File: src/pkg/amtc_pkg.sv
// Package for the converter mode, trigger and channel control block.
// Assumes a plain register port with byte addresses and 32-bit data.
package amtc_pkg;
    // Register byte offsets
    localparam logic [7:0] MODE_ONE_OFS = 8'h00;
    localparam logic [7:0] CHAN_SEL_OFS = 8'h04;
    // Mode register field positions
    localparam int REF_ON_BIT = 7;
    localparam int IDLE_RUN_BIT = 6;
    localparam int LADDER_ALWAYS_BIT = 5;
    localparam int PRI_SRC_BIT = 3;
    localparam int PRI_HWEN_BIT = 2;
    localparam int NRM_SRC_BIT = 1;
    localparam int NRM_HWEN_BIT = 0;
    localparam logic [7:0] MODE_ONE_MASK = 8'hef;
    // Channel register field positions and layout
    localparam int PRI_CH_LSB = 4;
    localparam int NRM_CH_LSB = 0;
    localparam int CH_W = 4;
    localparam int NUM_INPUTS = 12;
    localparam logic [3:0] CH_LIMIT = 4'hb;
    // Reset values
    localparam logic [7:0] MODE_ONE_RST = 8'h00;
    localparam logic [7:0] CHAN_SEL_RST = 8'h00;
    // Reference settling time and its cycle count at 100 MHz
    localparam int REF_SETTLE_NS = 3000;
    localparam int CLK_PERIOD_NS = 10;
    localparam int REF_SETTLE_CYC = (REF_SETTLE_NS + CLK_PERIOD_NS - 1) / CLK_PERIOD_NS;
    // Trigger source codes
    typedef enum logic [1:0] {
        AMTC_SRC_NONE = 2'b00,
        AMTC_SRC_EXT = 2'b01,
        AMTC_SRC_CAP = 2'b10
    } amtc_src_t;
endpackage : amtc_pkg

File: src/amtc_sync3.sv
// Three-stage synchroniser for one pin input.
// Assumes the input is asynchronous to ref_clk.
`timescale 1ns/1ps
module amtc_sync3 (
    // Clock and reset
    input wire logic ref_clk,
    input wire logic resetn,
    // Pin in, settled level out
    input wire logic pinIn,
    output logic levelOut
);
    logic s1_r;
    logic s2_r;
    logic s3_r;
    logic level_r;
    logic level_nxt;

    // A change counts only once the second and third stages agree
    always_comb begin
        level_nxt = level_r;
        if (s2_r == s3_r) begin
            level_nxt = s3_r;
        end
    end

    always_ff @(posedge ref_clk or negedge resetn) begin
        if (!resetn) begin
            s1_r <= 1'b0;
            s2_r <= 1'b0;
            s3_r <= 1'b0;
            level_r <= 1'b0;
        end else begin
            s1_r <= pinIn;
            s2_r <= s1_r;
            s3_r <= s2_r;
            level_r <= level_nxt;
        end
    end

    assign levelOut = level_r;
endmodule : amtc_sync3

File: src/amtc_ctrl.sv
// Mode, hardware trigger and channel control for the analog converter.
// Assumes capture events are one-cycle pulses on ref_clk and the external
// trigger is an asynchronous pin.
//
// Overview of operation
// - Mode bit 7 turns the reference voltage on when set; resets to zero.
// - Mode bit 6 keeps the converter running in idle when set.
// - Mode bit 5 drives ladder current always, else only while converting.
// - Mode bit 3 picks priority hardware source: external trigger or capture one.
// - Mode bit 2 enables hardware starts of the priority conversion.
// - Mode bit 1 picks normal hardware source: external trigger or capture two.
// - Mode bit 0 enables hardware starts of the normal conversion.
// - External trigger used for priority starts never starts normal conversion.
// - Channel bits 7..4 pick the priority input; codes 1100 up forbidden.
// - Channel bits 3..0 pick the normal input; codes 1100 up forbidden.
// - Both armed on one external trigger: only priority conversion starts.
`timescale 1ns/1ps
module amtc_ctrl (
    // Clock and reset
    input wire logic ref_clk,
    input wire logic resetn,
    // Register port
    input wire logic [7:0] regAddr,
    input wire logic [31:0] regWdata,
    input wire logic regWrite,
    input wire logic regRead,
    output logic [31:0] regRdata,
    // Software start strobes from the start register
    input wire logic normalSoftStart,
    input wire logic prioritySoftStart,
    // Trigger sources
    input wire logic extTriggerPin,
    input wire logic captureEventFirst,
    input wire logic captureEventSecond,
    // Converter core status and power state
    input wire logic converting,
    input wire logic idleMode,
    // Converter core controls
    output logic referenceOn,
    output logic ladderCurrentOn,
    output logic converterRun,
    output logic normalStart,
    output logic priorityStart,
    output logic [11:0] normalInputSel,
    output logic [11:0] priorityInputSel,
    output logic refSettled
);

    ////////////////////////////////////////////////////////////////////////
    // Registers

    logic [7:0] modeOne_r;
    logic [7:0] modeOne_nxt;
    logic [7:0] chanSel_r;
    logic [7:0] chanSel_nxt;
    logic [31:0] rdata_r;
    logic [31:0] rdata_nxt;

    // Forbidden codes are kept out so the decoders never see them
    function automatic logic [3:0] amtc_ch_clip(input logic [3:0] req, input logic [3:0] cur);
        amtc_ch_clip = (req > amtc_pkg::CH_LIMIT) ? cur : req;
    endfunction : amtc_ch_clip

    function automatic logic [11:0] amtc_ch_decode(input logic [3:0] code);
        amtc_ch_decode = 12'h000;
        if (code <= amtc_pkg::CH_LIMIT) begin
            amtc_ch_decode = 12'h001 << code;
        end
    endfunction : amtc_ch_decode

    always_comb begin
        modeOne_nxt = modeOne_r;
        chanSel_nxt = chanSel_r;
        rdata_nxt = 32'h0000_0000;
        if (regWrite && regAddr == amtc_pkg::MODE_ONE_OFS) begin
            modeOne_nxt = regWdata[7:0] & amtc_pkg::MODE_ONE_MASK;
        end
        if (regWrite && regAddr == amtc_pkg::CHAN_SEL_OFS) begin
            chanSel_nxt[7:4] = amtc_ch_clip(regWdata[7:4], chanSel_r[7:4]);
            chanSel_nxt[3:0] = amtc_ch_clip(regWdata[3:0], chanSel_r[3:0]);
        end
        if (regRead) begin
            case (regAddr)
                amtc_pkg::MODE_ONE_OFS: rdata_nxt = {24'h000000, modeOne_r};
                amtc_pkg::CHAN_SEL_OFS: rdata_nxt = {24'h000000, chanSel_r};
                default: rdata_nxt = 32'h0000_0000;
            endcase
        end
    end

    always_ff @(posedge ref_clk or negedge resetn) begin
        if (!resetn) begin
            modeOne_r <= amtc_pkg::MODE_ONE_RST;
            chanSel_r <= amtc_pkg::CHAN_SEL_RST;
            rdata_r <= 32'h0000_0000;
        end else begin
            modeOne_r <= modeOne_nxt;
            chanSel_r <= chanSel_nxt;
            rdata_r <= rdata_nxt;
        end
    end

    assign regRdata = rdata_r;

    ////////////////////////////////////////////////////////////////////////
    // Field views

    logic refOnBit;
    logic idleRunBit;
    logic ladderAlwaysBit;
    logic priSrcBit;
    logic priHwEnBit;
    logic nrmSrcBit;
    logic nrmHwEnBit;

    assign refOnBit = modeOne_r[amtc_pkg::REF_ON_BIT];
    assign idleRunBit = modeOne_r[amtc_pkg::IDLE_RUN_BIT];
    assign ladderAlwaysBit = modeOne_r[amtc_pkg::LADDER_ALWAYS_BIT];
    assign priSrcBit = modeOne_r[amtc_pkg::PRI_SRC_BIT];
    assign priHwEnBit = modeOne_r[amtc_pkg::PRI_HWEN_BIT];
    assign nrmSrcBit = modeOne_r[amtc_pkg::NRM_SRC_BIT];
    assign nrmHwEnBit = modeOne_r[amtc_pkg::NRM_HWEN_BIT];

    ////////////////////////////////////////////////////////////////////////
    // External trigger: synchronise, then take the rising edge

    logic extLevel;
    logic extPrev_r;
    logic extPrev_nxt;
    logic extRise;

    amtc_sync3 amtc_sync3_inst (
        .ref_clk(ref_clk),
        .resetn(resetn),
        .pinIn(extTriggerPin),
        .levelOut(extLevel)
    );

    always_comb begin
        extPrev_nxt = extLevel;
    end

    always_ff @(posedge ref_clk or negedge resetn) begin
        if (!resetn) begin
            extPrev_r <= 1'b0;
        end else begin
            extPrev_r <= extPrev_nxt;
        end
    end

    assign extRise = extLevel & ~extPrev_r;

    ////////////////////////////////////////////////////////////////////////
    // Hardware start selection and priority

    amtc_pkg::amtc_src_t priSrc;
    amtc_pkg::amtc_src_t nrmSrc;
    logic priHwStart;
    logic nrmHwStart;
    logic priStart_r;
    logic priStart_nxt;
    logic nrmStart_r;
    logic nrmStart_nxt;

    always_comb begin
        priSrc = amtc_pkg::AMTC_SRC_NONE;
        nrmSrc = amtc_pkg::AMTC_SRC_NONE;
        if (priHwEnBit) begin
            priSrc = priSrcBit ? amtc_pkg::AMTC_SRC_CAP : amtc_pkg::AMTC_SRC_EXT;
        end
        if (nrmHwEnBit) begin
            nrmSrc = nrmSrcBit ? amtc_pkg::AMTC_SRC_CAP : amtc_pkg::AMTC_SRC_EXT;
        end
        // External trigger owned by the priority path is withheld from normal
        if (priSrc == amtc_pkg::AMTC_SRC_EXT && nrmSrc == amtc_pkg::AMTC_SRC_EXT) begin
            nrmSrc = amtc_pkg::AMTC_SRC_NONE;
        end
    end

    always_comb begin
        case (priSrc)
            amtc_pkg::AMTC_SRC_EXT: priHwStart = extRise;
            amtc_pkg::AMTC_SRC_CAP: priHwStart = captureEventFirst;
            default: priHwStart = 1'b0;
        endcase
        case (nrmSrc)
            amtc_pkg::AMTC_SRC_EXT: nrmHwStart = extRise;
            amtc_pkg::AMTC_SRC_CAP: nrmHwStart = captureEventSecond;
            default: nrmHwStart = 1'b0;
        endcase
    end

    // Starts are gated by the reference enable; a start with the
    // reference off would convert against an absent reference
    always_comb begin
        priStart_nxt = refOnBit & (priHwStart | prioritySoftStart);
        nrmStart_nxt = refOnBit & (nrmHwStart | normalSoftStart);
    end

    always_ff @(posedge ref_clk or negedge resetn) begin
        if (!resetn) begin
            priStart_r <= 1'b0;
            nrmStart_r <= 1'b0;
        end else begin
            priStart_r <= priStart_nxt;
            nrmStart_r <= nrmStart_nxt;
        end
    end

    assign priorityStart = priStart_r;
    assign normalStart = nrmStart_r;

    ////////////////////////////////////////////////////////////////////////
    // Reference settling counter (status only, software keeps the wait)

    logic [15:0] settleCnt_r;
    logic [15:0] settleCnt_nxt;

    always_comb begin
        settleCnt_nxt = settleCnt_r;
        if (!refOnBit) begin
            settleCnt_nxt = 16'h0000;
        end else if (settleCnt_r != 16'(amtc_pkg::REF_SETTLE_CYC)) begin
            settleCnt_nxt = settleCnt_r + 16'h0001;
        end
    end

    always_ff @(posedge ref_clk or negedge resetn) begin
        if (!resetn) begin
            settleCnt_r <= 16'h0000;
        end else begin
            settleCnt_r <= settleCnt_nxt;
        end
    end

    assign refSettled = (settleCnt_r == 16'(amtc_pkg::REF_SETTLE_CYC));

    ////////////////////////////////////////////////////////////////////////
    // Analog controls, registered so the core sees clean levels

    logic refOn_r;
    logic ladder_r;
    logic run_r;
    logic [11:0] nrmSel_r;
    logic [11:0] priSel_r;
    logic refOn_nxt;
    logic ladder_nxt;
    logic run_nxt;
    logic [11:0] nrmSel_nxt;
    logic [11:0] priSel_nxt;

    always_comb begin
        refOn_nxt = refOnBit;
        ladder_nxt = ladderAlwaysBit | converting;
        run_nxt = ~idleMode | idleRunBit;
        nrmSel_nxt = amtc_ch_decode(chanSel_r[amtc_pkg::NRM_CH_LSB +: amtc_pkg::CH_W]);
        priSel_nxt = amtc_ch_decode(chanSel_r[amtc_pkg::PRI_CH_LSB +: amtc_pkg::CH_W]);
    end

    // Reset clears the ladder bit, so current stops while reset is held
    always_ff @(posedge ref_clk or negedge resetn) begin
        if (!resetn) begin
            refOn_r <= 1'b0;
            ladder_r <= 1'b0;
            run_r <= 1'b1;
            nrmSel_r <= 12'h001;
            priSel_r <= 12'h001;
        end else begin
            refOn_r <= refOn_nxt;
            ladder_r <= ladder_nxt;
            run_r <= run_nxt;
            nrmSel_r <= nrmSel_nxt;
            priSel_r <= priSel_nxt;
        end
    end

    assign referenceOn = refOn_r;
    assign ladderCurrentOn = ladder_r;
    assign converterRun = run_r;
    assign normalInputSel = nrmSel_r;
    assign priorityInputSel = priSel_r;

endmodule : amtc_ctrl

File: config.mk
export PLATFORM = sky130hd
export DESIGN_NAME = amtc_ctrl
export DESIGN_NICKNAME = d
export VERILOG_FILES = /design/src/pkg/amtc_pkg.sv /design/src/amtc_sync3.sv /design/src/amtc_ctrl.sv
export SDC_FILE = /design/constraint.sdc
export NUM_CORES = 1
export LEC_CHECK = 0
export BUFFER_PORTS_ARGS = -buffer_cell sky130_fd_sc_hd__buf_4
export CORE_ASPECT_RATIO = 1.25
export CORE_UTILIZATION = 46
export CTS_BUF_LIST = sky130_fd_sc_hd__clkbuf_8
export DETAILED_ROUTE_END_ITERATION = 8
export PLACE_DENSITY = 0.78
export SYNTH_ARGS = -nofsm -noshare
export SYNTH_HDL_FRONTEND = slang
export SYNTH_SLANG_ARGS = --single-unit
File: constraint.sdc
create_clock -name ref_clk -period 1.6 [get_ports ref_clk]
set_input_delay 0.32 -clock ref_clk [delete_from_list [all_inputs] [get_ports ref_clk]]
set_output_delay 0.32 -clock ref_clk [all_outputs]
set_load 0.05 [all_outputs]
# [Word-level counts from Yosys, hierarchy flattened]
# Cells that the tools add are included.
# W data, S select, Z words.
[word_totals] romBits=0 latch_bits=0 memories=0 regBits=97 ramBits=0
[op_classes] shifts=2 multipliers=0 n_lt_le_gt_ge=4 addsub=1 mux=13 n_reduce_logical=6 n_div=0 n_eq_ne=10 n_bitwise=11
[op_table] cell="$mux W16" count=2
[op_table] cell="$mux W32" count=1
[op_table] cell="$mux W12" count=2
[op_table] cell="$shl A1 B4 Y12 const A" count=2
[op_table] cell="$add A16 B1 Y16 const B" count=1
[op_table] cell="$eq A16 B9 Y1 const B" count=1
[op_table] cell="$ne A16 B9 Y1 const B" count=1
[op_table] cell="$pmux W8 S2" count=1
[op_table] cell="$mux W2" count=5
[op_table] cell="$eq A8 B3 Y1 const B" count=1
[op_table] cell="$gt A4 B4 Y1 const B" count=2
[op_table] cell="$le A4 B4 Y1 const B" count=2
[op_table] cell="$logic_not A8 Y1" count=1
[op_table] cell="$eq A2 B1 Y1 const B" count=3
[op_table] cell="$eq A2 B2 Y1 const B" count=2
[op_table] cell="$not A1 Y1" count=4
[op_table] cell="$or A1 B1 Y1" count=4
[op_table] cell="$pmux W1 S2" count=2
[op_table] cell="$reduce_and A2 Y1" count=2
[op_table] cell="$and A1 B1 Y1" count=3
[op_table] cell="$logic_and A1 B1 Y1" count=3
[op_table] cell="$ne A2 B1 Y1 const B" count=1
[op_table] cell="$eq A1 B1 Y1" count=1

# [Depth between registers and ports, before layout]
# Gate-level depths: netlist of run 1.
[logic_depth] depth_word=9 ltp_mapped=6

# [By module]
# From an unflattened synthesis of run 1, not the netlist that was laid out.
[unflattened] hier_cells=265 hier_area_um2=3128.0
[modules_own_cells] module="amtc_ctrl" area_each_um2=3016.6 n_inst=1 cells_per_inst=260
[modules_own_cells] module="amtc_sync3" area_each_um2=111.4 n_inst=1 cells_per_inst=5

# [Worst setup path before layout of run 1]
# No wires, ideal clock.
[synth_path] path_kind="register to output" startpoint="register settleCnt_r[0]" endpoint="output refSettled" path_buffers=0 t_required_ns=1.280 path_slack_ns=-0.218 t_arrival_ns=1.498 path_stages_with_launch=6 path_cell_list="dfrtp_1 -> inv_1 -> ha_1 -> nor4bb_1 -> nand4_1 -> inv_1"
[synth_between] elab_chain_cells=1
[synth_lines] element="start: declaration" line="amtc_ctrl.sv:216" rtl="logic [15:0] settleCnt_r;"
[synth_lines] element="start signal: assignment" line="amtc_ctrl.sv:232" rtl="settleCnt_r <= settleCnt_nxt;"
[synth_lines] element="$eq A16 B9 Y1" line="amtc_ctrl.sv:236" rtl="assign refSettled = (settleCnt_r == 16'(amtc_pkg::REF_SETTLE_CYC));"
[synth_lines] element="end: declaration" line="amtc_ctrl.sv:46" rtl="output logic refSettled"
# No other way between the ends.

# [Final worst setup path of run 1]
# Same ends and word-level chain as after synthesis.

==> results of run 1 <==
==> power groups by stage <==
stage	registers, mW	clock network, mW	logic, mW
2_1_floorplan	2.04	0	0.242
3_3_place_gp	1.97	0	0.432
3_5_place_dp	1.97	0	0.439
4_1_cts	1.94	1.33	0.444
5_1_grt	1.95	1.42	0.470
6_report	1.94	1.29	0.442
==> how the worst min path moves through the flow <==
stage | from | to | slack, ns | cells after the start
2_1_floorplan | resetn | amtc_sync3_inst.levelOut$_DFFE_PN0N_ | 0.02 | 0
3_3_place_gp | resetn | normalInputSel[9]$_DFF_PN0_ | 0.24 | 1
3_5_place_dp | resetn | normalInputSel[11]$_DFF_PN0_ | 0.25 | 1
4_1_cts | extTriggerPin | amtc_sync3_inst.s1_r$_DFF_PN0_ | 0.07 | 1
5_1_grt | extTriggerPin | amtc_sync3_inst.s1_r$_DFF_PN0_ | 0.07 | 1
6_report | extTriggerPin | amtc_sync3_inst.s1_r$_DFF_PN0_ | 0.08 | 1
==> final cells by class <==
cell class / instances / area [um^2] / share of cell area
repair buffers: 94 / 741 / 0.179
clock inverters: 6 / 42.5 / 0.0103
multi-input cells: 179 / 1260 / 0.304
inverters: 6 / 25.0 / 0.00603
clock buffers: 10 / 138 / 0.0332
well taps: 87 / 109 / 0.0263
flip-flops and latches: 73 / 1830 / 0.441
==> layer usage <==
metal  up-vias  wire (um)  track usage
met5         -          0            0
met4         0        110        0.101
met3        10        283       0.0357
met2        72       3180        0.304
met1      1077       2690        0.228
li1       1060          -            -
==> through the flow <==
step                      hold WS (ns)   util  total power [mW]  std cells  setup WS [ns]
final                           0.0846  0.632              3.67        455         -0.345
after global routing            0.0658  0.632              3.84        455         -0.442
after CTS                       0.0712  0.624              3.71        455         -0.263
after detailed placement         0.248  0.587              2.41        437        -0.0842
after global placement           0.244  0.587              2.40        437        -0.0548
after floorplan                 0.0244      -              2.28        288        -0.0496
==> timing repair <==
action / 4_1_cts / 5_1_grt
endpoints found under the hold margin: 22 / 0
hold buffers: 1 / 0
endpoints found under the setup margin: 4 / 15
gates resized for setup: 11 / 8
pin swaps: 3 / 1
setup buffers: 2 / 2
==> logic make-up (layout without fill, tap and decap cells) <==
kind of cell             after synthesis  count (layout)  synth area share
AO/OA/AOI/OAI                         21              21            0.0478
XOR/XNOR                              10              10            0.0279
adder cells (fa/ha/maj)                3               3            0.0111
buffers and inverters                 36             116            0.0717
flip-flops                            73              73             0.583
multiplexers                          15              15            0.0570
other                                  1              24           0.00119
AND/OR/NAND/NOR                      106             106             0.201
==> worst max-delay path, cell delays in order (launching register included) <==
cell and delay (ns):
dfrtp_1 0.39, inv_2 0.08, ha_4 0.12, nor4bb_4 0.22, nand4_1 0.23, inv_4 0.10
buf_8 0.14
==> synth_stat cells, types with 6 or more instances <==
cell / n / area [um^2]
and3_1: 6 / 37.5
mux2_2: 7 / 78.8
nor4_1: 6 / 37.5
nor2_1: 17 / 63.8
nor3_1: 14 / 70.1
nand2_1: 10 / 37.5
dfrtp_1: 70 / 1750
nor2b_1: 11 / 68.8
inv_1: 6 / 22.5
xor2_1: 8 / 70.1
and2_1: 10 / 62.6
buf_4: 24 / 180
nand2b_1: 13 / 81.3
a22oi_1: 7 / 52.6
clkbuf_1: 6 / 22.5
==> flip-flops by register name (all words and copies together) (netlist names), 7 cells and up <==
signal,flops
chanSel_r,8
regRdata,8
settleCnt_r,16
priorityInputSel,12
modeOne_r,7
normalInputSel,12
==> out/qor.yml, run 1 <==
critical_path:
  r2r_setup_slack_ns: -0.09
  arrival_ns: 1.63
  crit_path_end_kind: "output pin"
  setup.worst_path.class: "reg2out"
  worstSetupStartpoint: "settleCnt_r[0]$_DFFE_PN0P_"
  r2r_cells: 7
  startpoint_type: "flop"
  cp-endpoint: "refSettled"
  required_ns: 1.28
  cp_max_fo: 2
  r2r-end: "settleCnt_r[4]$_DFFE_PN0P_"
  r2r-start: "settleCnt_r[0]$_DFFE_PN0P_"
timing:
  grt_setup_unrepaired: "yes"
  layout_setup_ws_ns: -0.345
  finalHoldViolCount: 0
  fin_skew_ns: 0.00539
  layout_min_cycle_time_ns: 1.95
  drv_slew: 0
  setup_violations: 4
  tns_ns: -0.529
  fmax_mhz: 514
  min_period_over_period: 1.22
detailed_routing:
  drt-total-wl_mm: 6.26
  initialDrtViolationCount: 110
  wl_per_cell_um: 13.8
  route.vias.total: 2219
  drc: 0
  dr.pass1.iters: 4
  viasPerCell: 4.88
  ant_nets: 0
clock_tree:
  clkTransAtPathRegs_ns: 0.08
  cts.sinks: 73
  worst_skew_pair.late_latency_ns: 0.34
  cts-root-buf: "clkbuf_8"
  h-tree-depth: 3
  cts_made_buffers: 9
  cts.path.max_buffers: 2
  cts_tree: "built"
grt:
  grt_use_total: 0.183
  grt_pass1_wl_mm: 10.0
  grt_max_degree: 30
  grt_pass1_vias: 2130
  grt_remaining_overflow: 0
  antenna_found_initial: 0
placed_design:
  place_area_um2: 3850
  dp_hpwl_mm: 4.40
  place_congestion: 0.785
  port_buffers: 64
final_layout:
  area_delta_synth_final_pct: 32.0
  antenna_cells: 0
  fill_cells: 525
  final_area_um2: 4150
  layout_common_cells: "90 x buf_4, 70 x dfrtp_1, 24 x conb_1"
  layout_commonest_cell: "buf_4"
  drive_gt1_frac: 0.389
  final_net_count: 416
power:
  irDropWorstVdd_mv: 0.596
  p_seq_frac: 0.528
  p_switching_mw: 1.03
  swShare: 0.281
  p_clk_frac: 0.352
  comb_power_share: 0.120
  power.internal_mw: 2.64
  p_leak_nw: 2.10
  powerDensity_nw_per_um2: 885
synth:
  ys_dominant_reg_cell: "dfrtp_1"
  ys_seq_elements: 73
  ys_async_sr_fraction: 1.00
  synthCells: 265
  syn-cell-area_um2: 3140
  yosys_warnings: 0
  seq_area_frac_synth: 0.583
  synthDistinctLibCells: 40
  synth_edf_count: 0
  avgSynthCellArea_um2: 11.9
status:
  violations: "negative setup slack"
  status: "finished, violations left"
hold_path:
  hold_class: "in2reg"
die:
  dieArea_um2: 7170
  start_util: 0.479
  fp.dieH_um: 94.4
  num_rows: 33
  die_w_um: 75.9
  core_area_um2: 6570
  io_pins: 113
run:
  cap_violations: 0
(Power assumes the default switching activity.)
==> run 2, diff against run 1 <==
- BUFFER_PORTS_ARGS: -buffer_cell sky130_fd_sc_hd__buf_4 -> -buffer_cell sky130_fd_sc_hd__buf_2
==> out/qor.yml, run 2 (synthesis gave the netlist of run 1 again) <==
detailed_routing:
  met2_length_mm: 3.00  # -5.9%
  dr.pass1.iters: 4  # unchanged
  wl_met1_mm: 2.47  # -8.0%
  route.vias.total: 2242  # +1.0%
  drt-total-wl_mm: 5.88  # -6.2%
  initialDrtViolationCount: 112  # +1.8%
  drc: 0  # unchanged
  viasPerCell: 4.91  # +0.59%
  top_layer: "met4"
  wl_per_cell_um: 12.9  # -6.6%
  ant_nets: 0  # unchanged
  dr_wl_met3_um: 265  # -6.4%
die:
  start_util: 0.479  # unchanged
  io_pins: 113  # unchanged
  die_w_um: 75.9  # unchanged
  fp.dieH_um: 94.4  # unchanged
  dieArea_um2: 7170  # unchanged
  core_area_um2: 6570  # unchanged
  num_rows: 33  # unchanged
power:
  irDropWorstVdd_mv: 0.555  # -6.8%
  powerDensity_nw_per_um2: 912  # +3.0%
  p_leak_nw: 2.08  # -0.64%
final_layout:
  layout_common_cells: "70 x dfrtp_1, 63 x buf_2, 29 x buf_4"
  layout_commonest_cell: "dfrtp_1"
  fill_cells: 534  # +1.7%
  drive_gt1_frac: 0.386  # -0.00210
  largest_reg_flops: 16  # unchanged
  area_delta_synth_final_pct: 26.4
  largest_register: "settleCnt_r"
  final_net_count: 418  # +0.48%
  antenna_cells: 0  # unchanged
clock_tree:
  cts-root-buf: "clkbuf_8"
  cts_made_buffers: 9  # unchanged
  cts.path.max_buffers: 2  # unchanged
  cts_tree: "built"
  worst_skew_pair.late_latency_ns: 0.35  # about the same
  cts.sinks: 73  # unchanged
  clkTransAtPathRegs_ns: 0.08  # about the same
  h-tree-depth: 3  # unchanged
critical_path:
  setup.worst_path.class: "reg2out"
  arrival_ns: 1.58  # -0.05 ns
  r2r_cells: 8  # +1
  r2r_setup_slack_ns: -0.12  # -0.03 ns
  crit_path_end_kind: "output pin"
  cp-endpoint: "refSettled"
  required_ns: 1.28  # about the same
  r2r-end: "settleCnt_r[4]$_DFFE_PN0P_"
  r2r-start: "settleCnt_r[0]$_DFFE_PN0P_"
  worstSetupStartpoint: "settleCnt_r[0]$_DFFE_PN0P_"
  startpoint_type: "flop"
  cp_max_fo: 2  # unchanged
timing:
  fin_skew_ns: 0.00608  # +0.000694 ns
  finalHoldViolCount: 0  # unchanged
  min_period_over_period: 1.19  # -0.0261
  hold_ws_ns: 0.0710  # -0.0136 ns
  setup_violations: 6  # +2
  layout_min_cycle_time_ns: 1.90  # -0.0417 ns
  layout_setup_ws_ns: -0.304  # +0.0417 ns
  tns_ns: -0.644  # -0.115 ns
  drv_slew: 0  # unchanged
  grt_setup_unrepaired: "yes"
  fmax_mhz: 525  # +2.2%
placed_design:
  dp_hpwl_mm: 4.18  # -5.0%
  place_congestion: 0.805  # +2.5%
  port_buffers: 64  # unchanged
  dp_slack_ns: -0.0860  # -0.00179 ns
grt:
  grt_pass1_wl_mm: 9.41  # -5.9%
  grt_max_degree: 74  # +150%
  grt_pass1_vias: 2017  # -5.3%
  grt_remaining_overflow: 0  # unchanged
  antenna_found_initial: 0  # unchanged
  grt_use_total: 0.176  # -0.00765
status:
  status: "finished, violations left"
  violations: "negative setup slack"
hold_path:
  hold_class: "in2reg"
  min_delay_path_depth: 1  # unchanged
run:
  cap_violations: 0  # unchanged
## run 2: worst min-delay path by stage
stage | from | to | slack, ns
floorplan | resetn | amtc_sync3_inst.levelOut$_DFFE_PN0N_ | 0.02
global placement | amtc_sync3_inst.s1_r$_DFF_PN0_ | amtc_sync3_inst.s2_r$_DFF_PN0_ | 0.33
detailed placement | amtc_sync3_inst.s1_r$_DFF_PN0_ | amtc_sync3_inst.s2_r$_DFF_PN0_ | 0.34
CTS | extTriggerPin | amtc_sync3_inst.s1_r$_DFF_PN0_ | 0.05
global route | extTriggerPin | amtc_sync3_inst.s1_r$_DFF_PN0_ | 0.05
finish | extTriggerPin | amtc_sync3_inst.s1_r$_DFF_PN0_ | 0.07
## run 2: per-layer routing
layer,up-vias,GRT usage
met3,11,0.0473
li1,1065,-
met5,-,0
met1,1094,0.212
met4,0,0.101
met2,72,0.287
## run 2: final cells by class
| cell class | count | area, um^2 | area share |
|---|---|---|---|
| timing repair buffer | 96 | 589 | 0.148 |
| tap | 87 | 109 | 0.0274 |
| clock buffer | 10 | 138 | 0.0347 |
| sequential | 73 | 1830 | 0.461 |
| clock inverter | 6 | 42.5 | 0.0107 |
| inverter | 6 | 25.0 | 0.00630 |
| multi-input combinational | 179 | 1240 | 0.311 |
## run 2: repair_timing
item | in CTS | in global routing
hold buffers | 1 | 0
hold endpoints to repair | 26 | 0
pin swaps | 2 | 4
setup buffers | 1 | 2
cloned | 0 | 0
endpoints found under the setup margin | 4 | 10
gates resized for setup | 7 | 11
## run 2: power breakdown
group / total (mW) / switching [mW] / internal [mW]
registers: 1.94 / 0.0374 / 1.90
clock network: 1.28 / 0.674 / 0.606
logic: 0.402 / 0.306 / 0.0965
## run 2: critical path: stages (launching register included)
cell and delay [ns]:
dfrtp_1 0.40, inv_2 0.08, ha_4 0.11, nor4bb_2 0.19, nand4_1 0.22, inv_4 0.10
buf_8 0.14
## run 2: per-stage QoR
step                      std cells   util  instance area, um^2  total power, mW
after floorplan                 288      -                 3230             2.28
after global placement          437  0.561                 3680             2.36
after detailed placement        437  0.561                 3680             2.37
after CTS                       455  0.595                 3910             3.67
after global routing            457  0.605                 3970             3.79
final                           457  0.605                 3970             3.62
==> run 3, diff against run 2 <==
==> constraint.sdc (replaced) <==
create_clock -name ref_clk -period 1.6 [get_ports ref_clk]
set_input_delay 0.32 -clock ref_clk [delete_from_list [all_inputs] [get_ports ref_clk]]
set_output_delay 0.32 -clock ref_clk [all_outputs]
set_load 0.01 [all_outputs]
==> out/qor.yml, run 3 (synthesis gave the netlist of run 1 again) <==
final_layout:
  layout_common_cells: "70 x dfrtp_1, 64 x buf_2, 24 x conb_1"
  layout_commonest_cell: "dfrtp_1"
  largest_register: "settleCnt_r"
  area_delta_synth_final_pct: 24.5
  largest_reg_flops: 16  # unchanged
  drive_gt1_frac: 0.364  # -0.0223
  antenna_cells: 0  # unchanged
  final_net_count: 405  # -3.1%
clock_tree:
  cts_made_buffers: 9  # unchanged
  cts.sinks: 73  # unchanged
  worst_skew_pair.late_latency_ns: 0.35  # about the same
  cts.path.max_buffers: 2  # unchanged
  clkTransAtPathRegs_ns: 0.08  # about the same
  holdBufCountCts: 0  # -1
  cts-root-buf: "clkbuf_8"
  h-tree-depth: 3  # unchanged
  cts_tree: "built"
critical_path:
  setup.worst_path.class: "reg2out"
  r2r_cells: 6  # -2
  r2r-end: "settleCnt_r[4]$_DFFE_PN0P_"
  path_delay_family: "simple AND/OR/NAND/NOR gates"
  required_ns: 1.28  # about the same
  worstPathCellList: "nor4b_2 -> nand4_1 -> inv_1 -> buf_2"
  worst-path-stages: 4  # -2
  r2r-start: "settleCnt_r[12]$_DFFE_PN0P_"
  crit_buf_inv: 2  # -1
  arrival_ns: 1.54  # -0.04 ns
  r2r_setup_slack_ns: -0.09  # +0.03 ns
  startpoint_type: "flop"
  cpMaxStageDelayCell: "dfrtp_1"
  cp_max_fo: 4  # +2
  slowest_delay_ns: 0.46  # +0.06 ns
  crit_path_end_kind: "output pin"
detailed_routing:
  route.vias.total: 2153  # -4.0%
  dr.pass1.iters: 5  # +1
  viasPerCell: 4.85  # -1.2%
  initialDrtViolationCount: 135  # +21%
  ant_nets: 0  # unchanged
  drc: 0  # unchanged
  drt-total-wl_mm: 5.92  # +0.77%
  wl_per_cell_um: 13.3  # +3.7%
timing:
  min_period_over_period: 1.16  # -0.0251
  layout_setup_ws_ns: -0.263  # +0.0402 ns
  drv_slew: 0  # unchanged
  fin_skew_ns: 0.00886  # +0.00277 ns
  layout_min_cycle_time_ns: 1.86  # -0.0402 ns
  grt_setup_unrepaired: "yes"
  setup_violations: 4  # -2
  hold_ws_ns: -0.0157  # -0.0867 ns
  finalHoldViolCount: 12  # +12
  fmax_mhz: 537  # +2.2%
grt:
  antenna_found_initial: 0  # unchanged
  grt_max_degree: 74  # unchanged
  grt_pass1_wl_mm: 9.27  # -1.5%
  grt_remaining_overflow: 0  # unchanged
  grt_use_total: 0.170  # -0.00574
  grt_pass1_vias: 2011  # -0.30%
run:
  cap_violations: 0  # unchanged
power:
  power.internal_mw: 2.76  # +6.1%
  finalPower_mw: 3.64  # +0.48%
  comb_power_share: 0.065  # -0.046
  p_leak_nw: 2.04  # -1.9%
  p_clk_frac: 0.403  # +0.049
  swShare: 0.241  # -0.0405
  p_switching_mw: 0.875  # -14%
  powerDensity_nw_per_um2: 930  # +2.0%
  p_seq_frac: 0.532  # -0.003
  irDropWorstVdd_mv: 0.574  # +3.4%
die:
  dieArea_um2: 7170  # unchanged
  num_rows: 33  # unchanged
  core_area_um2: 6570  # unchanged
  start_util: 0.479  # unchanged
  io_pins: 113  # unchanged
  fp.dieH_um: 94.4  # unchanged
  die_w_um: 75.9  # unchanged
status:
  violations: "negative hold slack, negative setup slack"
  status: "finished, violations left"
hold_path:
  hold_class: "in2async"
placed_design:
  port_buffers: 64  # unchanged
  place_congestion: 0.749  # -6.9%
  dp_slack_ns: -0.0762  # +0.00974 ns
  dp_hpwl_mm: 3.96  # -5.3%
-- run 3: power by group through the flow --
stage	clock network, mW	logic [mW]	registers (mW)
6_report	1.46	0.237	1.94
5_1_grt	1.57	0.267	1.94
4_1_cts	1.49	0.238	1.94
3_5_place_dp	0	0.234	1.97
3_3_place_gp	0	0.230	1.97
2_1_floorplan	0	0.142	1.97
-- run 3: cell type report --
type,count,area [um^2]
flip-flops and latches,73,1830
repair buffers,83,479
clock inverters,6,67.6
fillers,549,2650
clock buffers,10,138
multi-input cells,179,1270
inverters,6,22.5
well taps,87,109
-- run 3: metrics by stage --
step                instances  instance area [um^2]  hold slack [ns]  setup TNS (ns)  utilization
floorplan                 288                  3230           0.0244               0            -
global placement          426                  3590            0.333          -0.131        0.548
detailed placement        426                  3590            0.344          -0.262        0.548
CTS                       443                  3830          0.00650          -0.236        0.583
global route              444                  3910          0.00985           -1.29        0.596
finish                    444                  3910          -0.0157          -0.463        0.596
-- run 3: worst max-delay path by stage --
stage | startpoint | end | slack (ns)
floorplan | settleCnt_r[0]$_DFFE_PN0P_ | settleCnt_r[4]$_DFFE_PN0P_ | 0.06
global placement | regAddr[5] | chanSel_r[1]$_DFFE_PN0P_ | -0.04
detailed placement | regAddr[5] | chanSel_r[0]$_DFFE_PN0P_ | -0.08
CTS | settleCnt_r[1]$_DFFE_PN0P_ | refSettled | -0.24
global route | settleCnt_r[4]$_DFFE_PN0P_ | refSettled | -0.37
finish | settleCnt_r[12]$_DFFE_PN0P_ | refSettled | -0.26
-- run 3: what timing repair did --
action                                 4_1_cts  5_1_grt
resized for setup                            5       14
setup endpoints to repair                    2        9
endpoints found under the hold margin        0        0
setup buffers                                1        2
gates cloned                                 0        0
pin swaps                                    2        5
-- run 3: worst register-to-register path, cell delays in order, from the launching register on --
cell and delay, ns:
dfrtp_1 0.46, nor4b_2 0.35, nand4_1 0.19, buf_4 0.18
buf_6 0.13, and3_4 0.14, o21a_1 0.15
-- run 3: metal layers --
layer,GRT usage,routed length (um),up-vias
met2,0.286,2970,74
met3,0.0589,335,8
met1,0.203,2550,1036
met4,0.0625,63,0
li1,-,-,1035
met5,0,0,-
